$ cat src/core/cio_pkg.sv
package cio_pkg;

    // ------------------------------------------------------------------
    // port layout
    // ------------------------------------------------------------------
    localparam int NPORT = 4;
    localparam int PORT_A = 0;
    localparam int PORT_B = 1;
    localparam int PORT_C = 2;
    localparam int PORT_D = 3;
    localparam int PIO_BIT = 7;

    typedef logic [NPORT-1:0][7:0] cio_port_t;

    // ------------------------------------------------------------------
    // reset values and implemented-bit masks, index [3] is port d
    // ------------------------------------------------------------------
    localparam logic [7:0] RESET_BYTE = 8'h00;
    localparam cio_port_t RESET_PORTS = {NPORT{RESET_BYTE}};
    localparam cio_port_t MASK_PINS = {8'h07, 8'hff, 8'hff, 8'hff};
    localparam cio_port_t MASK_MODE = {8'h00, 8'h00, 8'hff, 8'hff};
    localparam cio_port_t MASK_CELL = {8'h00, 8'hff, 8'hff, 8'hff};
    localparam cio_port_t MASK_OPEN = {8'h00, 8'hff, 8'hf0, 8'hf0};
    localparam cio_port_t MASK_SLEW = {8'h07, 8'h00, 8'h0f, 8'h0f};
    localparam cio_port_t MASK_DRIVE = MASK_OPEN | MASK_SLEW;

    // ------------------------------------------------------------------
    // register offsets from the io block base; port index in addr[1:0]
    // ------------------------------------------------------------------
    localparam logic [7:0] OFF_PIN_LEVEL_IN = 8'h00;
    localparam logic [7:0] OFF_PIN_LEVEL_OUT = 8'h04;
    localparam logic [7:0] OFF_PIN_MODE_SELECT = 8'h08;
    localparam logic [7:0] OFF_PIN_DIRECTION = 8'h0c;
    localparam logic [7:0] OFF_PIN_DRIVE_SELECT = 8'h10;
    localparam logic [7:0] OFF_OUTPUT_CELL_VALUE = 8'h14;
    localparam logic [7:0] OFF_OUTPUT_CELL_LOAD_BLOCK = 8'h18;
    localparam logic [7:0] OFF_INPUT_CELL_VALUE = 8'h1c;
    localparam logic [7:0] OFF_DRIVER_ENABLE_READBACK = 8'h20;
    localparam logic [7:0] OFF_MEMORY_MAP_CONFIG_REG = 8'h24;

    typedef enum logic [3:0] {
        CIO_NONE,
        CIO_LEVEL_IN,
        CIO_LEVEL_OUT,
        CIO_MODE,
        CIO_DIR,
        CIO_DRIVE,
        CIO_CELL,
        CIO_BLOCK,
        CIO_INCELL,
        CIO_ENABLE,
        CIO_VM
    } cio_kind_e;

    typedef struct packed {
        logic [7:0] addr;
        logic wr;
        logic rd;
        logic [7:0] wdata;
    } cio_bus_s;

    typedef struct packed {
        cio_port_t level;
        cio_port_t oe;
        cio_port_t open_drain;
        cio_port_t fast_slew;
    } cio_pin_s;

endpackage

$ cat src/core/cio_port_regs.sv
`timescale 1ns/1ns

// Summary of operation
// - memory map config bit 7 turns all of port A into a host data buffer
// - in buffer mode port A floats unless a peripheral select is active with host_to_periph_i set
// - port C pins may be handed to jtag programming, shared with other use
// - bit n of every configuration register except memory map config governs only pin n of its port
// - control, direction and drive select registers clear to zero at reset
// - control register on ports A, B only: 0 general io, 1 latched address
// - direction bit 1 makes the pin an output, 0 input; inputs after reset
// - ports A, B, C drive when direction bit or array enable term is one
// - port D has three pins, only direction bits 2 to 0 exist
// - drive bit 1 gives open drain on A, B bits 7-4 and all of C
// - drive bit 1 gives fast slew on A, B bits 3-0 and D bits 2-0
// - data-in read returns the present level on the port pins
// - data-out stores host writes, drives enabled pins, reads back
// - macrocell read returns its outputs, write loads unmasked flip-flops
// - mask bit one blocks host load of its macrocell, resets to zero
// - input macrocells capture pins, feed the array, host readable
// - enable readback returns each pin's output enable before open-drain release; port D reads zero
// - host reaches registers by plain read and write cycles at offsets
module cio_port_regs (
    input wire logic clk_i,
    input wire logic rst_n_i,
    input wire cio_pkg::cio_bus_s bus_i,
    output logic [7:0] bus_rdata_o,
    output logic bus_rvalid_o,
    input wire cio_pkg::cio_port_t pin_level_i,
    output cio_pkg::cio_pin_s pins_o,
    input wire cio_pkg::cio_port_t array_oe_i,
    input wire cio_pkg::cio_port_t cell_drive_sel_i,
    input wire cio_pkg::cio_port_t latched_addr_i,
    input wire logic cell_load_i,
    input wire cio_pkg::cio_port_t cell_next_i,
    output cio_pkg::cio_port_t output_cell_o,
    input wire cio_pkg::cio_port_t input_cell_capture_i,
    output cio_pkg::cio_port_t input_cell_o,
    input wire logic peripheral_select_0_i,
    input wire logic peripheral_select_1_i,
    input wire logic host_to_periph_i,
    input wire logic [7:0] host_data_i,
    output logic [7:0] host_data_o,
    input wire logic jtag_enable_i,
    input wire logic [7:0] jtag_pin_sel_i,
    input wire logic [7:0] jtag_out_i,
    input wire logic [7:0] jtag_oe_i,
    output logic [7:0] jtag_in_o
);
    import cio_pkg::*;

    // ------------------------------------------------------------------
    // address decode
    // ------------------------------------------------------------------
    function automatic cio_kind_e decode(input logic [7:0] addr);
        cio_kind_e kind;
        kind = CIO_NONE;
        unique case (addr[7:2])
            OFF_PIN_LEVEL_IN[7:2]: kind = CIO_LEVEL_IN;
            OFF_PIN_LEVEL_OUT[7:2]: kind = CIO_LEVEL_OUT;
            OFF_PIN_MODE_SELECT[7:2]: kind = CIO_MODE;
            OFF_PIN_DIRECTION[7:2]: kind = CIO_DIR;
            OFF_PIN_DRIVE_SELECT[7:2]: kind = CIO_DRIVE;
            OFF_OUTPUT_CELL_VALUE[7:2]: kind = CIO_CELL;
            OFF_OUTPUT_CELL_LOAD_BLOCK[7:2]: kind = CIO_BLOCK;
            OFF_INPUT_CELL_VALUE[7:2]: kind = CIO_INCELL;
            OFF_DRIVER_ENABLE_READBACK[7:2]: kind = CIO_ENABLE;
            OFF_MEMORY_MAP_CONFIG_REG[7:2]: kind = CIO_VM;
            default: kind = CIO_NONE;
        endcase
        return kind;
    endfunction

    // bit-wise merge keeps every pin's bit independent
    function automatic logic [7:0] merge(input logic [7:0] old,
                                         input logic [7:0] wdata,
                                         input logic [7:0] mask);
        return (old & ~mask) | (wdata & mask);
    endfunction

    cio_kind_e wr_kind;
    cio_kind_e rd_kind;
    logic [1:0] wr_port;
    logic [1:0] rd_port;
    logic [7:0] wr_byte;

    assign wr_kind = bus_i.wr ? decode(bus_i.addr) : CIO_NONE;
    assign rd_kind = decode(bus_i.addr);
    assign wr_port = bus_i.addr[1:0];
    assign rd_port = bus_i.addr[1:0];
    assign wr_byte = bus_i.wdata;

    // ------------------------------------------------------------------
    // configuration registers
    // ------------------------------------------------------------------
    cio_port_t pin_mode_select;
    cio_port_t pin_direction;
    cio_port_t pin_drive_select;
    cio_port_t pin_level_out;
    cio_port_t output_cell_load_block;
    logic periph_mode;

    always_ff @(posedge clk_i or negedge rst_n_i) begin
        if (!rst_n_i) begin
            pin_mode_select <= RESET_PORTS;
        end else if (wr_kind == CIO_MODE) begin
            pin_mode_select[wr_port] <= merge(pin_mode_select[wr_port],
                wr_byte, MASK_MODE[wr_port]);
        end
    end

    always_ff @(posedge clk_i or negedge rst_n_i) begin
        if (!rst_n_i) begin
            pin_direction <= RESET_PORTS;
        end else if (wr_kind == CIO_DIR) begin
            pin_direction[wr_port] <= merge(pin_direction[wr_port],
                wr_byte, MASK_PINS[wr_port]);
        end
    end

    always_ff @(posedge clk_i or negedge rst_n_i) begin
        if (!rst_n_i) begin
            pin_drive_select <= RESET_PORTS;
        end else if (wr_kind == CIO_DRIVE) begin
            pin_drive_select[wr_port] <= merge(pin_drive_select[wr_port],
                wr_byte, MASK_DRIVE[wr_port]);
        end
    end

    always_ff @(posedge clk_i or negedge rst_n_i) begin
        if (!rst_n_i) begin
            pin_level_out <= RESET_PORTS;
        end else if (wr_kind == CIO_LEVEL_OUT) begin
            pin_level_out[wr_port] <= merge(pin_level_out[wr_port],
                wr_byte, MASK_PINS[wr_port]);
        end
    end

    always_ff @(posedge clk_i or negedge rst_n_i) begin
        if (!rst_n_i) begin
            output_cell_load_block <= RESET_PORTS;
        end else if (wr_kind == CIO_BLOCK) begin
            output_cell_load_block[wr_port] <= merge(
                output_cell_load_block[wr_port], wr_byte,
                MASK_CELL[wr_port]);
        end
    end

    always_ff @(posedge clk_i or negedge rst_n_i) begin
        if (!rst_n_i) begin
            periph_mode <= 1'b0;
        end else if (wr_kind == CIO_VM && wr_port == 2'(PORT_A)) begin
            periph_mode <= wr_byte[PIO_BIT];
        end
    end

    // ------------------------------------------------------------------
    // macrocells
    // ------------------------------------------------------------------
    cio_port_t next_output_cell;

    // host load beats the array load on unmasked bits in the same cycle;
    // blocked bits still follow the array so the logic keeps its state
    always_comb begin
        next_output_cell = output_cell_o;
        for (int p = 0; p < NPORT; p++) begin
            if (cell_load_i) begin
                next_output_cell[p] = merge(next_output_cell[p],
                    cell_next_i[p], MASK_CELL[p]);
            end
            if (wr_kind == CIO_CELL && wr_port == 2'(p)) begin
                next_output_cell[p] = merge(next_output_cell[p], wr_byte,
                    MASK_CELL[p] & ~output_cell_load_block[p]);
            end
        end
    end

    always_ff @(posedge clk_i or negedge rst_n_i) begin
        if (!rst_n_i) begin
            output_cell_o <= RESET_PORTS;
        end else begin
            output_cell_o <= next_output_cell;
        end
    end

    always_ff @(posedge clk_i or negedge rst_n_i) begin
        if (!rst_n_i) begin
            input_cell_o <= RESET_PORTS;
        end else begin
            for (int p = 0; p < NPORT; p++) begin
                input_cell_o[p] <= merge(input_cell_o[p], pin_level_i[p],
                    input_cell_capture_i[p] & MASK_CELL[p]);
            end
        end
    end

    // ------------------------------------------------------------------
    // pin drivers
    // ------------------------------------------------------------------
    cio_pin_s next_pins;
    cio_port_t next_enable;
    logic periph_active;

    assign periph_active = peripheral_select_0_i | peripheral_select_1_i;

    always_comb begin
        next_pins = '0;
        next_enable = '0;
        for (int p = 0; p < NPORT; p++) begin
            logic [7:0] oe;
            logic [7:0] val;
            oe = pin_direction[p];
            if (p != PORT_D) begin
                oe = oe | array_oe_i[p];
            end
            val = pin_level_out[p];
            if (p == PORT_A || p == PORT_B) begin
                // software must also set direction for address out
                val = merge(val, latched_addr_i[p], pin_mode_select[p]);
            end
            val = merge(val, output_cell_o[p],
                cell_drive_sel_i[p] & MASK_CELL[p]);
            if (p == PORT_A && periph_mode) begin
                oe = {8{periph_active & host_to_periph_i}};
                val = host_data_i;
            end
            if (p == PORT_C && jtag_enable_i) begin
                oe = merge(oe, jtag_oe_i, jtag_pin_sel_i);
                val = merge(val, jtag_out_i, jtag_pin_sel_i);
            end
            oe = oe & MASK_PINS[p];
            next_enable[p] = oe;
            next_pins.level[p] = val & MASK_PINS[p];
            next_pins.open_drain[p] = pin_drive_select[p] & MASK_OPEN[p];
            next_pins.fast_slew[p] = pin_drive_select[p] & MASK_SLEW[p];
            // an open-drain one releases the pin to the pull-up
            next_pins.oe[p] = oe & ~(next_pins.open_drain[p] & val);
        end
    end

    cio_port_t driver_enable_readback;

    always_ff @(posedge clk_i or negedge rst_n_i) begin
        if (!rst_n_i) begin
            pins_o <= '0;
            driver_enable_readback <= RESET_PORTS;
        end else begin
            pins_o <= next_pins;
            driver_enable_readback <= next_enable;
        end
    end

    // buffer return path toward the host, one sample late
    always_ff @(posedge clk_i or negedge rst_n_i) begin
        if (!rst_n_i) begin
            host_data_o <= 8'h00;
            jtag_in_o <= 8'h00;
        end else begin
            host_data_o <= periph_mode ? pin_level_i[PORT_A] : 8'h00;
            jtag_in_o <= pin_level_i[PORT_C] & jtag_pin_sel_i;
        end
    end

    // ------------------------------------------------------------------
    // host read port
    // ------------------------------------------------------------------
    logic [7:0] next_rdata;

    always_comb begin
        next_rdata = 8'h00;
        unique case (rd_kind)
            CIO_LEVEL_IN: next_rdata = pin_level_i[rd_port];
            CIO_LEVEL_OUT: next_rdata = pin_level_out[rd_port];
            CIO_MODE: next_rdata = pin_mode_select[rd_port];
            CIO_DIR: next_rdata = pin_direction[rd_port];
            CIO_DRIVE: next_rdata = pin_drive_select[rd_port];
            CIO_CELL: next_rdata = output_cell_o[rd_port];
            CIO_BLOCK: next_rdata = output_cell_load_block[rd_port];
            CIO_INCELL: next_rdata = input_cell_o[rd_port];
            CIO_ENABLE: next_rdata = driver_enable_readback[rd_port] &
                MASK_CELL[rd_port];
            CIO_VM: next_rdata = (rd_port == 2'(PORT_A)) ?
                {periph_mode, 7'h00} : 8'h00;
            CIO_NONE: next_rdata = 8'h00;
        endcase
        next_rdata = next_rdata & MASK_PINS[rd_port];
        if (rd_kind == CIO_VM) begin
            next_rdata = (rd_port == 2'(PORT_A)) ?
                {periph_mode, 7'h00} : 8'h00;
        end
    end

    always_ff @(posedge clk_i or negedge rst_n_i) begin
        if (!rst_n_i) begin
            bus_rdata_o <= 8'h00;
            bus_rvalid_o <= 1'b0;
        end else begin
            bus_rvalid_o <= bus_i.rd;
            bus_rdata_o <= bus_i.rd ? next_rdata : 8'h00;
        end
    end

endmodule

$ cat config.mk
export PLATFORM = sky130hd
export DESIGN_NAME = cio_port_regs
export DESIGN_NICKNAME = d
export VERILOG_FILES = /design/src/core/cio_pkg.sv /design/src/core/cio_port_regs.sv
export SDC_FILE = /design/constraint.sdc
export NUM_CORES = 1
export LEC_CHECK = 0
export BUFFER_PORTS_ARGS = -buffer_cell sky130_fd_sc_hd__buf_2
export CORE_ASPECT_RATIO = 0.9
export CORE_MARGIN = 5
export CORE_UTILIZATION = 54
export CTS_BUF_LIST = sky130_fd_sc_hd__clkbuf_2 sky130_fd_sc_hd__clkbuf_4 sky130_fd_sc_hd__clkbuf_8
export DETAILED_ROUTE_END_ITERATION = 10
export HOLD_SLACK_MARGIN = 0.05
export PLACE_DENSITY = 0.83
export SYNTH_ARGS = -nofsm -noshare
export SYNTH_HDL_FRONTEND = slang
export SYNTH_SLANG_ARGS = --single-unit
export TNS_END_PERCENT = 1
$ cat constraint.sdc
create_clock -name clk_i -period 2.2 [get_ports clk_i]
set_input_delay 0 -clock clk_i [delete_from_list [all_inputs] [get_ports clk_i]]
set_output_delay 0 -clock clk_i [all_outputs]
set_load 0.05 [all_outputs]
==> PnR_summary.wiki, run 1 <==
{| class="wikitable"
! Metric !! Value
|-
| Area delta synth->final || 37.2%
|-
| Max Cap Viol || 0
|-
| Data required time at the worst endpoint || 2.71 ns
|-
| Final-stage net count || 2189
|-
| Cell area after placement || 17700 sq um
|-
| Largest net degree at the start of global routing || 77
|-
| Die area || 31900 sq um
|-
| Antenna violations before repair || 7
|-
| Leak Pwr || 10.3 nW
|-
| Number of buffers inserted by port buffering || 353
|-
| Iteration-0 DRC Markers || 1669
|-
| Critical path peak fanout || 16
|-
| Pre-CTS WS || -0.120 ns
|-
| Final critical-path required period || 2.17 ns
|-
| Placed wire-length estimate || 39700 um
|-
| Vias post-DR || 13900
|-
| Cell chosen for the clock root || sky130_fd_sc_hd__clkbuf_8
|-
| Number of hold violations in the final report || 0
|-
| Clk_lat worst skew || 0.60 ns
|-
| Initial Utilization || 54.9%
|-
| Number of synthesized register bits || 331
|-
| Synth area leader || sky130_fd_sc_hd__dfrtp_1
|-
| Aggregate routed wire length || 58400 um
|-
| Max-slew headroom || 43.4%
|-
| Biggest area contributors in the synthesized netlist || sky130_fd_sc_hd__dfrtp_1 (54%), sky130_fd_sc_hd__mux4_2 (6.9%), sky130_fd_sc_hd__mux2i_1 (5.7%)
|-
| Share of post-route cells with drive strength above 1 || 34.9%
|-
| CTS Buffer Depth || 3
|-
| Detailed-route wire length per cell || 25.0 um
|-
| Standard-cell row count || 58
|-
| Number of standard cells after synthesis || 1334
|-
| Die Span X || 188 um
|-
| WP data arrival || 2.68 ns
|-
| Most used flip-flop cell after synthesis || sky130_fd_sc_hd__dfrtp_1
|-
| Leading cell types in the layout, fill and taps excluded || sky130_fd_sc_hd__buf_2 (350), sky130_fd_sc_hd__dfrtp_1 (331), sky130_fd_sc_hd__dlygate4sd3_1 (213)
|-
| Cell Count, Final, Fillers Out || 2341
|-
| Register area share after synthesis || 53.9%
|-
| Clock slew seen by the registers of the worst setup and hold paths || 0.07 ns
|-
| Crit path capture type || register
|-
| Die span in y || 170 um
|-
| Final period util || 98.5%
|-
| # clock sinks || 331
|-
| Max Transition Viols Final || 0
|-
| Min setup slack post-route || 0.0320 ns
|-
| Share of the synthesized area in the top cell type || 53.9%
|-
| Total power of the final layout || 16.2 mW
|-
| Mapped Area || 15400 sq um
|-
| Worst setup path category || in2reg
|-
| Final Wtd Congestion || 0.974
|-
| Ratio of total power to cell area || 766 nW/um^2
|-
| Remaining antenna violation count || 0
|-
| Area of the placeable core || 28000 sq um
|-
| Maximum resistive drop on vdd || 0.655 mV
|-
| Number of detailed-route iterations in the first pass || 6
|-
| Number of filler instances in the final layout || 1729
|-
| TritonCTS clock tree || built
|-
| Pin slew with the least headroom to its limit || 0.840 ns
|-
| RSZ-0062 raised after global routing || yes
|-
| Startpoint type of the worst setup path || input pin
|-
| Vias in the first global route || 14400
|-
| Overall global routing resource usage || 35.6%
|-
| Worst Reg-to-Reg Cells || 5
|-
| Startpoint of the worst hold path || pin_level_i[27]
|-
| First-pass GRT wire length || 87100 um
|-
| Outcome || finished, final reports clean
|-
| Mean instance size in the synthesized netlist || 11.5 sq um
|-
| Number of cells on the worst hold path || 4
|-
| EDFF count, synth || 0
|-
| Destination of the worst hold path || bus_rdata_o[3]$_DFF_PN0_
|-
| Number of buffers created by CTS || 52
|-
| Number of failing setup endpoints in the final timing report || 0
|-
| Leading cell type in the layout, fill and taps excluded || sky130_fd_sc_hd__buf_2
|-
| End of the worst register-to-register path || pins_o[68]$_DFF_PN0_
|-
| Number of different library cells in the post-synthesis netlist || 63
|-
| Async SR Flop Fraction || 100%
|-
| Syn. warnings || 0
|-
| Smallest hold slack || 0.0681 ns
|-
| Worst Clk Skew || 0.0313 ns
|-
| Post-route standard cell area excluding fillers || 21100 sq um
|-
| Number of placed cells counting well taps || 2029
|-
| Total gr overflow || 0
|-
| Slack of the worst reg-to-reg path || 0.11 ns
|-
| I/O Pins || 466
|-
| Launch instance of the worst register-to-register path || periph_mode$_DFFE_PN0P_
|-
| H-tree depth || 2
|-
| Detailed-route vias per instance || 5.92
|-
| Maximum clock frequency || 461 MHz
|-
| Classification of the worst-slack hold path || in2reg
|-
| Post-route DRC violation count || 0
|}
## synth_stat cells (3+ instances only)
cell	instances
sky130_fd_sc_hd__a31oi_1	6
sky130_fd_sc_hd__a211oi_1	10
sky130_fd_sc_hd__nor3b_1	3
sky130_fd_sc_hd__nand4_1	6
sky130_fd_sc_hd__buf_4	78
sky130_fd_sc_hd__mux2_2	76
sky130_fd_sc_hd__nor3_1	18
sky130_fd_sc_hd__nor2_1	101
sky130_fd_sc_hd__clkbuf_1	66
sky130_fd_sc_hd__a22oi_1	6
sky130_fd_sc_hd__dfrtp_1	331
sky130_fd_sc_hd__buf_2	29
sky130_fd_sc_hd__a21boi_0	16
sky130_fd_sc_hd__nand3_1	5
sky130_fd_sc_hd__and3b_1	3
sky130_fd_sc_hd__inv_1	4
sky130_fd_sc_hd__o211ai_1	7
sky130_fd_sc_hd__nor4_1	5
sky130_fd_sc_hd__mux2i_1	88
sky130_fd_sc_hd__nor2_2	3
sky130_fd_sc_hd__nand2_1	100
sky130_fd_sc_hd__a21oi_1	85
sky130_fd_sc_hd__and2_1	25
sky130_fd_sc_hd__o31a_1	24
sky130_fd_sc_hd__o2bb2ai_1	7
sky130_fd_sc_hd__nand2b_1	5
sky130_fd_sc_hd__buf_1	3
sky130_fd_sc_hd__nand3b_1	3
sky130_fd_sc_hd__and3_1	3
sky130_fd_sc_hd__mux4_2	47
sky130_fd_sc_hd__o21ai_1	8
sky130_fd_sc_hd__ha_1	4
sky130_fd_sc_hd__or2_2	8
sky130_fd_sc_hd__o21ai_0	110
sky130_fd_sc_hd__nor2b_1	4
## worst max-delay path: stages
cell and delay (ns):
sky130_fd_sc_hd__dlygate4sd3_1 0.57, sky130_fd_sc_hd__buf_2 0.14, sky130_fd_sc_hd__or2_1 0.33, sky130_fd_sc_hd__a211o_1 0.38, sky130_fd_sc_hd__nor4_4 0.46, sky130_fd_sc_hd__nand2_2 0.31
sky130_fd_sc_hd__o21ai_0 0.30, sky130_fd_sc_hd__o31a_1 0.19
## worst max-delay path by stage
stage / endpoint / slack (ns) / start / depth (start not counted)
finish: output_cell_o[7]$_DFF_PN0_ / 0.03 / bus_i[16] / 8
global route: output_cell_o[19]$_DFF_PN0_ / -0.05 / bus_i[16] / 8
CTS: output_cell_o[7]$_DFF_PN0_ / 0.10 / bus_i[16] / 8
detailed placement: output_cell_o[7]$_DFF_PN0_ / -0.12 / bus_i[12] / 9
global placement: bus_rdata_o[6]$_DFF_PN0_ / 0.01 / bus_i[12] / 9
floorplan: next_pins[0]$_DFFE_PN0P_ / 0.27 / bus_i[12] / 8
## routing by layer
layer / wire length, um / vias up / GRT usage [%]
met5: 48 / - / 0
met4: 2390 / 8 / 13.0
met3: 6260 / 207 / 9.54
met2: 27900 / 981 / 58.7
met1: 21800 / 6828 / 45.9
li1: - / 5832 / -
## flip-flops by register name, indices dropped and copies added (netlist names), 24 cells and up, named ones only
register,flops
pins_o,70
output_cell_load_block,32
pin_mode_select,32
next_pins,30
pin_direction,29
pin_level_out,29
driver_enable_readback,27
output_cell_o,24
## power breakdown
group | leakage [nW] | internal [mW] | switching (mW)
combinational | 5.31 | 1.15 | 2.11
clock | 0.647 | 3.61 | 2.54
sequential | 4.34 | 6.44 | 0.305
## through the flow
stage	utilization [%]	TNS (ns)
after floorplan	-	0
after global placement	63.2	0
after detailed placement	63.2	-0.925
after CTS	75.3	0
after global routing	75.3	-0.0993
final	75.3	0
## area by class of cell
cell class,instances,area (sq um),share of cell area [%]
well taps,360,450,2.13
inverters,4,15.0,0.0712
multi-input cells,885,6330,30.0
diodes,3,7.51,0.0356
clock inverters,12,193,0.913
repair buffers,662,4770,22.6
clock buffers,84,1050,4.98
flip-flops and latches,331,8280,39.3
## what timing repair did
| item | 4_1_cts | 5_1_grt |
|---|---|---|
| setup endpoints to repair | 0 | 15 |
| hold endpoints to repair | 545 | 0 |
| hold buffers | 213 | 0 |
| gates resized for setup | 0 | 2 |
| setup buffers | 0 | 0 |
## cells by family (layout without fill, tap and decap cells)
family / count (synthesis) / in the layout / synth area share [%]
DFF: 331 / 331 / 53.9
and+or+nand+nor: 307 / 307 / 9.38
AOI/OAI and AO/OA: 300 / 300 / 11.7
muxes: 211 / 211 / 18.2
buffers and inverters: 180 / 762 / 6.54
adders and majority gates: 4 / 4 / 0.326
other: 1 / 66 / 0.0244
Note: power is estimated with default switching activity, not from simulation.
==> run 2, diff against run 1 <==
- CORE_UTILIZATION: 54 -> 52
- CTS_BUF_LIST: sky130_fd_sc_hd__clkbuf_2 sky130_fd_sc_hd__clkbuf_4 sky130_fd_sc_hd__clkbuf_8 -> unset
- PLACE_DENSITY: 0.83 -> 0.81
- clock period: 2.2 -> 2.1 ns (I/O delays scaled with it)
==> run 2 against run 1 <==
Compared with the run above: clock power increased by 8.0%; sequential power is 4.9% higher; non-clock buffer count is 2 higher; register-to-register slack got worse by 0.02 ns; via count shrank 0.90%; routed wire length grew 0.34%; worst hold slack better by 0.0077 ns; die area grew 3.6%; total power is 6.2% higher; final area up 0.34%; first-iteration DRC count fell by 9.0%; sequential share of layout area is 0.13 points lower; critical path type unchanged; critical endpoint is now output_cell_o[10]$_DFF_PN0_; largest cell class unchanged; highest routed layer unchanged.
==> PnR_summary.wiki, run 2 (same netlist as run 1, synthesis figures left out) <==
{| class="wikitable"
! Metric !! Value
|-
| Number of failing setup endpoints in the final timing report || 0 (unchanged)
|-
| Max Transition Viols Final || 0 (unchanged)
|-
| H-tree depth || 2 (unchanged)
|-
| Registers with the highest flip-flop counts || pins_o: 70 flops, output_cell_load_block: 32 flops, pin_mode_select: 32 flops
|-
| Overall global routing resource usage || 34.5% (-1.0 points)
|-
| Placed wire-length estimate || 40900 um (+3.2%)
|-
| Max Cap Viol || 0 (unchanged)
|-
| Cell chosen for the clock root || sky130_fd_sc_hd__clkbuf_16
|-
| Maximum resistive drop on vdd || 0.723 mV (+10%)
|-
| RSZ-0062 raised after global routing || yes
|-
| Detailed-route vias per instance || 5.85 (-1.2%)
|-
| Cells traversed along the worst timing path || buf_2, inv_1, ha_1, and3b_1, or2_1, nor4_4, nand3_2, buf_12, o21ai_0, o31a_1, dlygate4sd3_1
|-
| Sum of negative setup slack || 0 ns (unchanged)
|-
| Critical path peak fanout || 16 (unchanged)
|-
| Number of detailed-route iterations in the first pass || 6 (unchanged)
|-
| Most flops, register || pins_o
|-
| Highest-delay cell along the critical path || sky130_fd_sc_hd__dlygate4sd3_1
|-
| Flip-flop count of the largest register after layout || 70 (unchanged)
|-
| Leak Pwr || 10.3 nW (-0.11%)
|-
| Outcome || finished, final reports clean
|-
| Max-slew headroom || 19.2% (-24 points)
|-
| Crit path capture type || register
|-
| Clock slew seen by the registers of the worst setup and hold paths || 0.07 ns (about the same)
|-
| Final period util || 96.8%
|-
| Detailed-route wire length per cell || 25.0 um (about the same)
|-
| Data required time at the worst endpoint || 2.54 ns (-0.17 ns)
|-
| Leading cell types in the layout, fill and taps excluded || sky130_fd_sc_hd__buf_2 (350), sky130_fd_sc_hd__dfrtp_1 (331), sky130_fd_sc_hd__dlygate4sd3_1 (196)
|-
| Startpoint type of the worst setup path || input pin
|-
| Final critical-path required period || 2.03 ns
|-
| Leading cell type in the layout, fill and taps excluded || sky130_fd_sc_hd__buf_2
|-
| Clk_lat worst skew || 0.51 ns (-0.09 ns)
|-
| Antenna violations before repair || 5 (-2)
|-
| Worst setup path category || in2reg
|-
| Die span in y || 173 um (+1.8%)
|-
| Cell Count, Final, Fillers Out || 2347 (+0.26%)
|-
| Final-stage net count || 2174 (-0.69%)
|-
| Vias in the first global route || 14300 (-0.49%)
|-
| Largest delay contributor family on the critical path || simple AND/OR/NAND/NOR gates
|-
| Area of the placeable core || 29000 sq um (+3.6%)
|-
| CTS Buffer Depth || 3 (unchanged)
|-
| Number of buffers inserted by port buffering || 353 (unchanged)
|-
| Number of hold violations in the final report || 0 (unchanged)
|-
| Largest net degree at the start of global routing || 88 (+14%)
|-
| First-pass GRT wire length || 87600 um (+0.64%)
|-
| # clock sinks || 331 (unchanged)
|-
| Area delta synth->final || 37.7%
|-
| Post-route core utilization || 73.0% (-2.3 points)
|-
| Iteration-0 DRC Markers || 1518 (-9.0%)
|-
| Aggregate routed wire length || 58600 um (+0.34%)
|-
| TritonCTS clock tree || built
|-
| Largest stage delay, worst path || 0.54 ns (-0.03 ns)
|-
| Pin slew with the least headroom to its limit || 1.21 ns (+0.366 ns)
|-
| Maximum clock frequency || 492 MHz
|-
| Die Span X || 191 um (+1.8%)
|-
| Worst path buffer plus inverter count || 4 (+2)
|-
| Total gr overflow || 0 (unchanged)
|-
| Number of placed cells counting well taps || 2081 (+2.6%)
|-
| Vias post-DR || 13700 (-0.90%)
|-
| Classification of the worst-slack hold path || in2reg
|-
| Remaining antenna violation count || 0 (unchanged)
|-
| Total power of the final layout || 17.1 mW (+6.2%)
|-
| Die area || 33100 sq um (+3.6%)
|-
| Share of post-route cells with drive strength above 1 || 34.4% (-0.51 points)
|-
| Final Wtd Congestion || 0.980 (+0.66%)
|-
| I/O Pins || 466 (unchanged)
|-
| Post-route DRC violation count || 0 (unchanged)
|-
| Number of buffers created by CTS || 35 (-33%)
|-
| Worst Clk Skew || 0.0115 ns (-0.0198 ns)
|-
| Ratio of total power to cell area || 810 nW/um^2 (+5.8%)
|-
| Smallest hold slack || 0.0758 ns (+0.00771 ns)
|-
| WP data arrival || 2.47 ns (-0.21 ns)
|-
| Standard-cell row count || 59 (+1.7%)
|-
| Initial Utilization || 53.0% (-1.9 points)
|}
[run 2: changes by cell type in the layout (fill, tap and decap cells not counted), moves of 2 or more]
cell,before,now
sky130_fd_sc_hd__buf_12,11,16
sky130_fd_sc_hd__buf_4,87,101
sky130_fd_sc_hd__clkbuf_1,0,5
sky130_fd_sc_hd__clkbuf_16,0,37
sky130_fd_sc_hd__clkbuf_4,17,0
sky130_fd_sc_hd__clkbuf_8,67,6
sky130_fd_sc_hd__diode_2,3,5
sky130_fd_sc_hd__dlygate4sd3_1,213,196
[run 2: through the flow]
stage | cell area (sq um) | worst slack [ns]
2_1_floorplan | 15600 | 0.168
3_3_place_gp | 17900 | -0.0299
3_5_place_dp | 17900 | -0.0514
4_1_cts | 21100 | 0.0326
5_1_grt | 21200 | -0.0388
6_report | 21200 | 0.0671
[run 2: timing repair]
| action | CTS | global route |
|---|---|---|
| setup buffers | 0 | 3 |
| hold buffers | 196 | 0 |
| setup endpoints to repair | 0 | 9 |
| gates resized for setup | 0 | 2 |
| endpoints found under the hold margin | 408 | 0 |
[run 2: worst register-to-register path, stage by stage (launching register included)]
cell                            delay, ns
sky130_fd_sc_hd__dfrtp_1             0.41
sky130_fd_sc_hd__mux2i_1             0.20
sky130_fd_sc_hd__nor2_1              0.05
sky130_fd_sc_hd__a21oi_1             0.29
sky130_fd_sc_hd__o21ai_0             0.14
sky130_fd_sc_hd__dlygate4sd3_1       0.61
sky130_fd_sc_hd__a21boi_1            0.22
[run 2: layout make-up]
| class | count | area, sq um |
|---|---|---|
| flip-flops and latches | 331 | 8280 |
| fillers | 1884 | 7840 |
| multi-input cells | 885 | 6320 |
| repair buffers | 664 | 4810 |
| clock buffers | 48 | 1030 |
| well taps | 396 | 495 |
| clock inverters | 14 | 206 |
| inverters | 4 | 15.0 |
| diodes | 5 | 12.5 |
[run 2: worst paths after layout]
path,endpoint,from,depth (start not counted),slack [ns]
max in group asynchronous,pin_level_out[13]$_DFFE_PN0P_,rst_n_i,3,1.24
min reg2reg,output_cell_load_block[28]$_DFFE_PN0P_,output_cell_load_block[28]$_DFFE_PN0P_,0,0.37
max reg2reg,pins_o[68]$_DFF_PN0_,pin_mode_select[4]$_DFFE_PN0P_,6,0.09
min,bus_rdata_o[1]$_DFF_PN0_,pin_level_i[25],4,0.08
max,output_cell_o[10]$_DFF_PN0_,bus_i[13],11,0.07
min in group asynchronous,pins_o[98]$_DFF_PN0_,rst_n_i,2,0.13
[run 2: power breakdown]
part	switching [mW]	internal (mW)	total, mW
Sequential	0.329	6.74	7.07
Combinational	2.22	1.21	3.43
Clock	2.59	4.05	6.64
Total	5.14	12.0	17.1
[run 2: routing by layer]
metal  vias to the layer above  global-route usage, %  share of wire [%]
li1                       5780                      -                  -
met1                      6888                   45.6                 38
met2                       898                   56.2                 48
met3                       163                   7.80                9.8
met4                         2                   13.0                4.1
met5                         -                      0              0.022
==> run 3, diff against run 2 <==
--- a/config.mk
+++ b/config.mk
@@ -7,10 +7,9 @@
 export LEC_CHECK = 0
 export BUFFER_PORTS_ARGS = -buffer_cell sky130_fd_sc_hd__buf_2
-export CORE_ASPECT_RATIO = 0.9
-export CORE_MARGIN = 5
-export CORE_UTILIZATION = 52
+export CORE_AREA = 2 2 181 183
 export DETAILED_ROUTE_END_ITERATION = 10
+export DIE_AREA = 0 0 183 185
 export HOLD_SLACK_MARGIN = 0.05
-export PLACE_DENSITY = 0.81
+export PLACE_DENSITY = 0.76
 export SYNTH_ARGS = -nofsm -noshare
 export SYNTH_HDL_FRONTEND = slang
==> constraint.sdc (replaced) <==
create_clock -name clk_i -period 2.1 [get_ports clk_i]
set_input_delay 0 -clock clk_i [delete_from_list [all_inputs] [get_ports clk_i]]
set_output_delay 0 -clock clk_i [all_outputs]
set_load 0.01 [all_outputs]
==> run 3 against run 2 <==
Compared with the run above: final cell count increased by 0.81%; first-iteration DRC count fell by 21%; worst hold slack got worse by 0.0040 ns; global-route usage decreased by 2.5 points; die area increased by 2.3%; core utilization shrank 7.1 points; clock power is 5.7% lower; total power fell by 7.7%; critical path type is now reg2reg.
==> PnR_summary.wiki, run 3 (same netlist as run 1, synthesis figures left out) <==
{| class="wikitable"
! Metric !! Value
|-
| Outcome || finished, final reports clean
|-
| Area delta synth->final || 37.3%
|-
| Clock slew seen by the registers of the worst setup and hold paths || 0.06 ns (about the same)
|-
| First-pass GRT wire length || 80800 um (-7.8%)
|-
| Min setup slack post-route || 0.0536 ns (-0.0135 ns)
|-
| Switch share || 26.6% (-3.4 points)
|-
| Final Wtd Congestion || 0.972 (-0.87%)
|-
| Number of buffers inserted by port buffering || 353 (unchanged)
|-
| Most flops, register || pins_o
|-
| Total gr overflow || 0 (unchanged)
|-
| Area of the placeable core || 32000 sq um (+10%)
|-
| Antenna violations before repair || 7 (+2)
|-
| Die Span X || 183 um (-4.3%)
|-
| Leading cell type in the layout, fill and taps excluded || sky130_fd_sc_hd__buf_2
|-
| Critical path peak fanout || 4 (-12)
|-
| Pin slew with the least headroom to its limit || 0.778 ns (-0.428 ns)
|-
| Largest delay contributor family on the critical path || buffers and inverters
|-
| Die span in y || 185 um (+6.9%)
|-
| Largest net degree at the start of global routing || 71 (-19%)
|-
| Maximum clock frequency || 489 MHz (-0.66%)
|-
| Aggregate routed wire length || 55100 um (-6.0%)
|-
| Startpoint type of the worst setup path || register
|-
| Leak Pwr || 10.3 nW (-0.25%)
|-
| Number of hold violations in the final report || 0 (unchanged)
|-
| Classification of the worst-slack hold path || in2async
|-
| Final critical-path required period || 2.05 ns (+0.0135 ns)
|-
| Detailed-route wire length per cell || 23.3 um (-6.8%)
|-
| Worst Reg-to-Reg Cells || 4 (-2)
|-
| Data required time at the worst endpoint || 2.53 ns (about the same)
|-
| RSZ-0062 raised after global routing || no
|-
| Registers with the highest flip-flop counts || pins_o: 70 flops, output_cell_load_block: 32 flops, pin_mode_select: 32 flops
|-
| Cells traversed along the worst timing path || mux2i_1, a21oi_1, dlygate4sd3_1, a21boi_0
|-
| Relative contribution of the clock network to total power || 39.5% (+0.8 points)
|-
| Gate power share || 15.9% (-4.1 points)
|-
| Number of detailed-route iterations in the first pass || 5 (-1)
|-
| Flip-flop count of the largest register after layout || 70 (unchanged)
|-
| Post-route DRC violation count || 0 (unchanged)
|-
| H-tree depth || 2 (unchanged)
|-
| Ratio of total power to cell area || 750 nW/um^2 (-7.4%)
|-
| Worst setup path category || reg2reg
|-
| Sequential fraction of design power || 44.6% (+3.4 points)
|-
| Smallest hold slack || 0.0718 ns (-0.00402 ns)
|-
| Initial Utilization || 48.0% (-5.0 points)
|-
| Post-CTS Resized || 0 (unchanged)
|-
| Remaining antenna violation count || 0 (unchanged)
|-
| Highest-delay cell along the critical path || sky130_fd_sc_hd__dlygate4sd3_1
|-
| Switching power summed over all nets || 4.21 mW (-18%)
|-
| Share of post-route cells with drive strength above 1 || 34.1% (-0.29 points)
|-
| Internal power summed over all cells || 11.6 mW (-3.3%)
|-
| Largest stage delay, worst path || 0.63 ns (+0.09 ns)
|-
| Cell chosen for the clock root || sky130_fd_sc_hd__clkbuf_16
|-
| Clk_lat worst skew || 0.51 ns (about the same)
|-
| Sum of negative setup slack || 0 ns (unchanged)
|-
| End of the worst register-to-register path || pins_o[87]$_DFF_PN0_
|-
| Leading cell types in the layout, fill and taps excluded || sky130_fd_sc_hd__buf_2 (350), sky130_fd_sc_hd__dfrtp_1 (331), sky130_fd_sc_hd__dlygate4sd3_1 (203)
|-
| Vias in the first global route || 13400 (-6.4%)
|-
| Die area || 33900 sq um (+2.3%)
|-
| Max Cap Viol || 0 (unchanged)
|-
| Iteration-0 DRC Markers || 1195 (-21%)
|-
| Placed wire-length estimate || 38500 um (-6.1%)
|-
| Crit path capture type || register
|-
| Number of failing setup endpoints in the final timing report || 0 (unchanged)
|-
| Worst path buffer plus inverter count || 1 (-3)
|-
| Overall global routing resource usage || 32.0% (-2.5 points)
|-
| # clock sinks || 331 (unchanged)
|-
| Max-slew headroom || 48.1% (+29 points)
|-
| Detailed-route vias per instance || 5.68 (-2.9%)
|-
| Number of buffers created by CTS || 35 (unchanged)
|-
| Worst Clk Skew || 0.0135 ns (+0.00199 ns)
|-
| WP data arrival || 2.47 ns (about the same)
|-
| I/O Pins || 466 (unchanged)
|-
| Final period util || 97.4% (+0.64 points)
|-
| Vias post-DR || 13400 (-2.1%)
|-
| Standard-cell row count || 66 (+12%)
|-
| Maximum resistive drop on vdd || 0.471 mV (-35%)
|-
| Max Transition Viols Final || 0 (unchanged)
|-
| Final-stage net count || 2179 (+0.23%)
|-
| TritonCTS clock tree || built
|-
| CTS Buffer Depth || 3 (unchanged)
|-
| Pre-CTS WS || -0.127 ns (-0.0755 ns)
|-
| Slack of the worst reg-to-reg path || 0.05 ns (-0.04 ns)
|-
| Launch instance of the worst register-to-register path || output_cell_o[23]$_DFF_PN0_
|}
[run 3: changes by cell type in the layout (fill, tap and decap cells not counted), sizes merged]
cell	before	now
buf	468	466
bufinv	5	3
clkbuf	48	47
clkinv	5	10
clkinvlp	3	0
diode	5	7
dlygate4sd3	196	203
inv	5	6
[run 3: routing by layer]
layer | part of all wire (%) | global-route usage, % | up-vias
li1 | - | - | 5813
met1 | 40 | 42.7 | 6714
met2 | 49 | 53.3 | 767
met3 | 7.7 | 5.76 | 141
met4 | 3.3 | 10.7 | 2
met5 | 0.024 | 0 | -
[run 3: through the flow]
step                utilization [%]  area (sq um)  total power, mW  std cells
finish                         65.9         21100             15.8       2366
global route                   65.8         21100             16.4       2363
CTS                            65.8         21100             15.8       2359
detailed placement             55.9         17900             9.22       2094
global placement               55.9         17900             9.18       2094
floorplan                         -         15600             8.17       1396
[run 3: worst max path at each step]
| stage | startpoint | end | slack, ns | cells past startpoint |
|---|---|---|---|---|
| 4_1_cts | periph_mode$_DFFE_PN0P_ | pins_o[96]$_DFF_PN0_ | 0.16 | 4 |
| 2_1_floorplan | bus_i[12] | next_pins[0]$_DFFE_PN0P_ | 0.17 | 8 |
| 6_report | output_cell_o[23]$_DFF_PN0_ | pins_o[87]$_DFF_PN0_ | 0.05 | 4 |
| 3_3_place_gp | bus_i[12] | output_cell_o[17]$_DFF_PN0_ | -0.05 | 8 |
| 5_1_grt | output_cell_o[22]$_DFF_PN0_ | pins_o[86]$_DFF_PN0_ | 0.03 | 4 |
| 3_5_place_dp | bus_i[12] | output_cell_o[20]$_DFF_PN0_ | -0.13 | 8 |
[run 3: power by group through the flow]
| stage | clock network (mW) | registers, mW | logic (mW) |
|---|---|---|---|
| 6_report | 6.26 | 7.05 | 2.52 |
| 4_1_cts | 6.28 | 7.04 | 2.45 |
| 3_3_place_gp | 0 | 7.14 | 2.04 |
| 5_1_grt | 6.58 | 7.08 | 2.70 |
| 2_1_floorplan | 0 | 7.15 | 1.02 |
| 3_5_place_dp | 0 | 7.15 | 2.07 |
[run 3: repair_timing]
| item | CTS | global route |
|---|---|---|
| endpoints found under the hold margin | 523 | 0 |
| hold buffers | 203 | 0 |
| buffers inserted | 0 | 0 |
[run 3: layout make-up]
class	instances	area, sq um
sequential	331	8280
clock buffer	47	981
clock inverter	15	165
antenna	7	17.5
inverter	4	15.0
multi-input combinational	885	6320
fill	2311	10900
tap	408	510
timing repair buffer	669	4810
[run 3: worst register-to-register path, stage by stage, from the launching register on]
cell and delay (ns):
sky130_fd_sc_hd__dfrtp_1 0.43, sky130_fd_sc_hd__mux2i_1 0.55, sky130_fd_sc_hd__a21oi_1 0.18, sky130_fd_sc_hd__dlygate4sd3_1 0.63, sky130_fd_sc_hd__a21boi_0 0.18
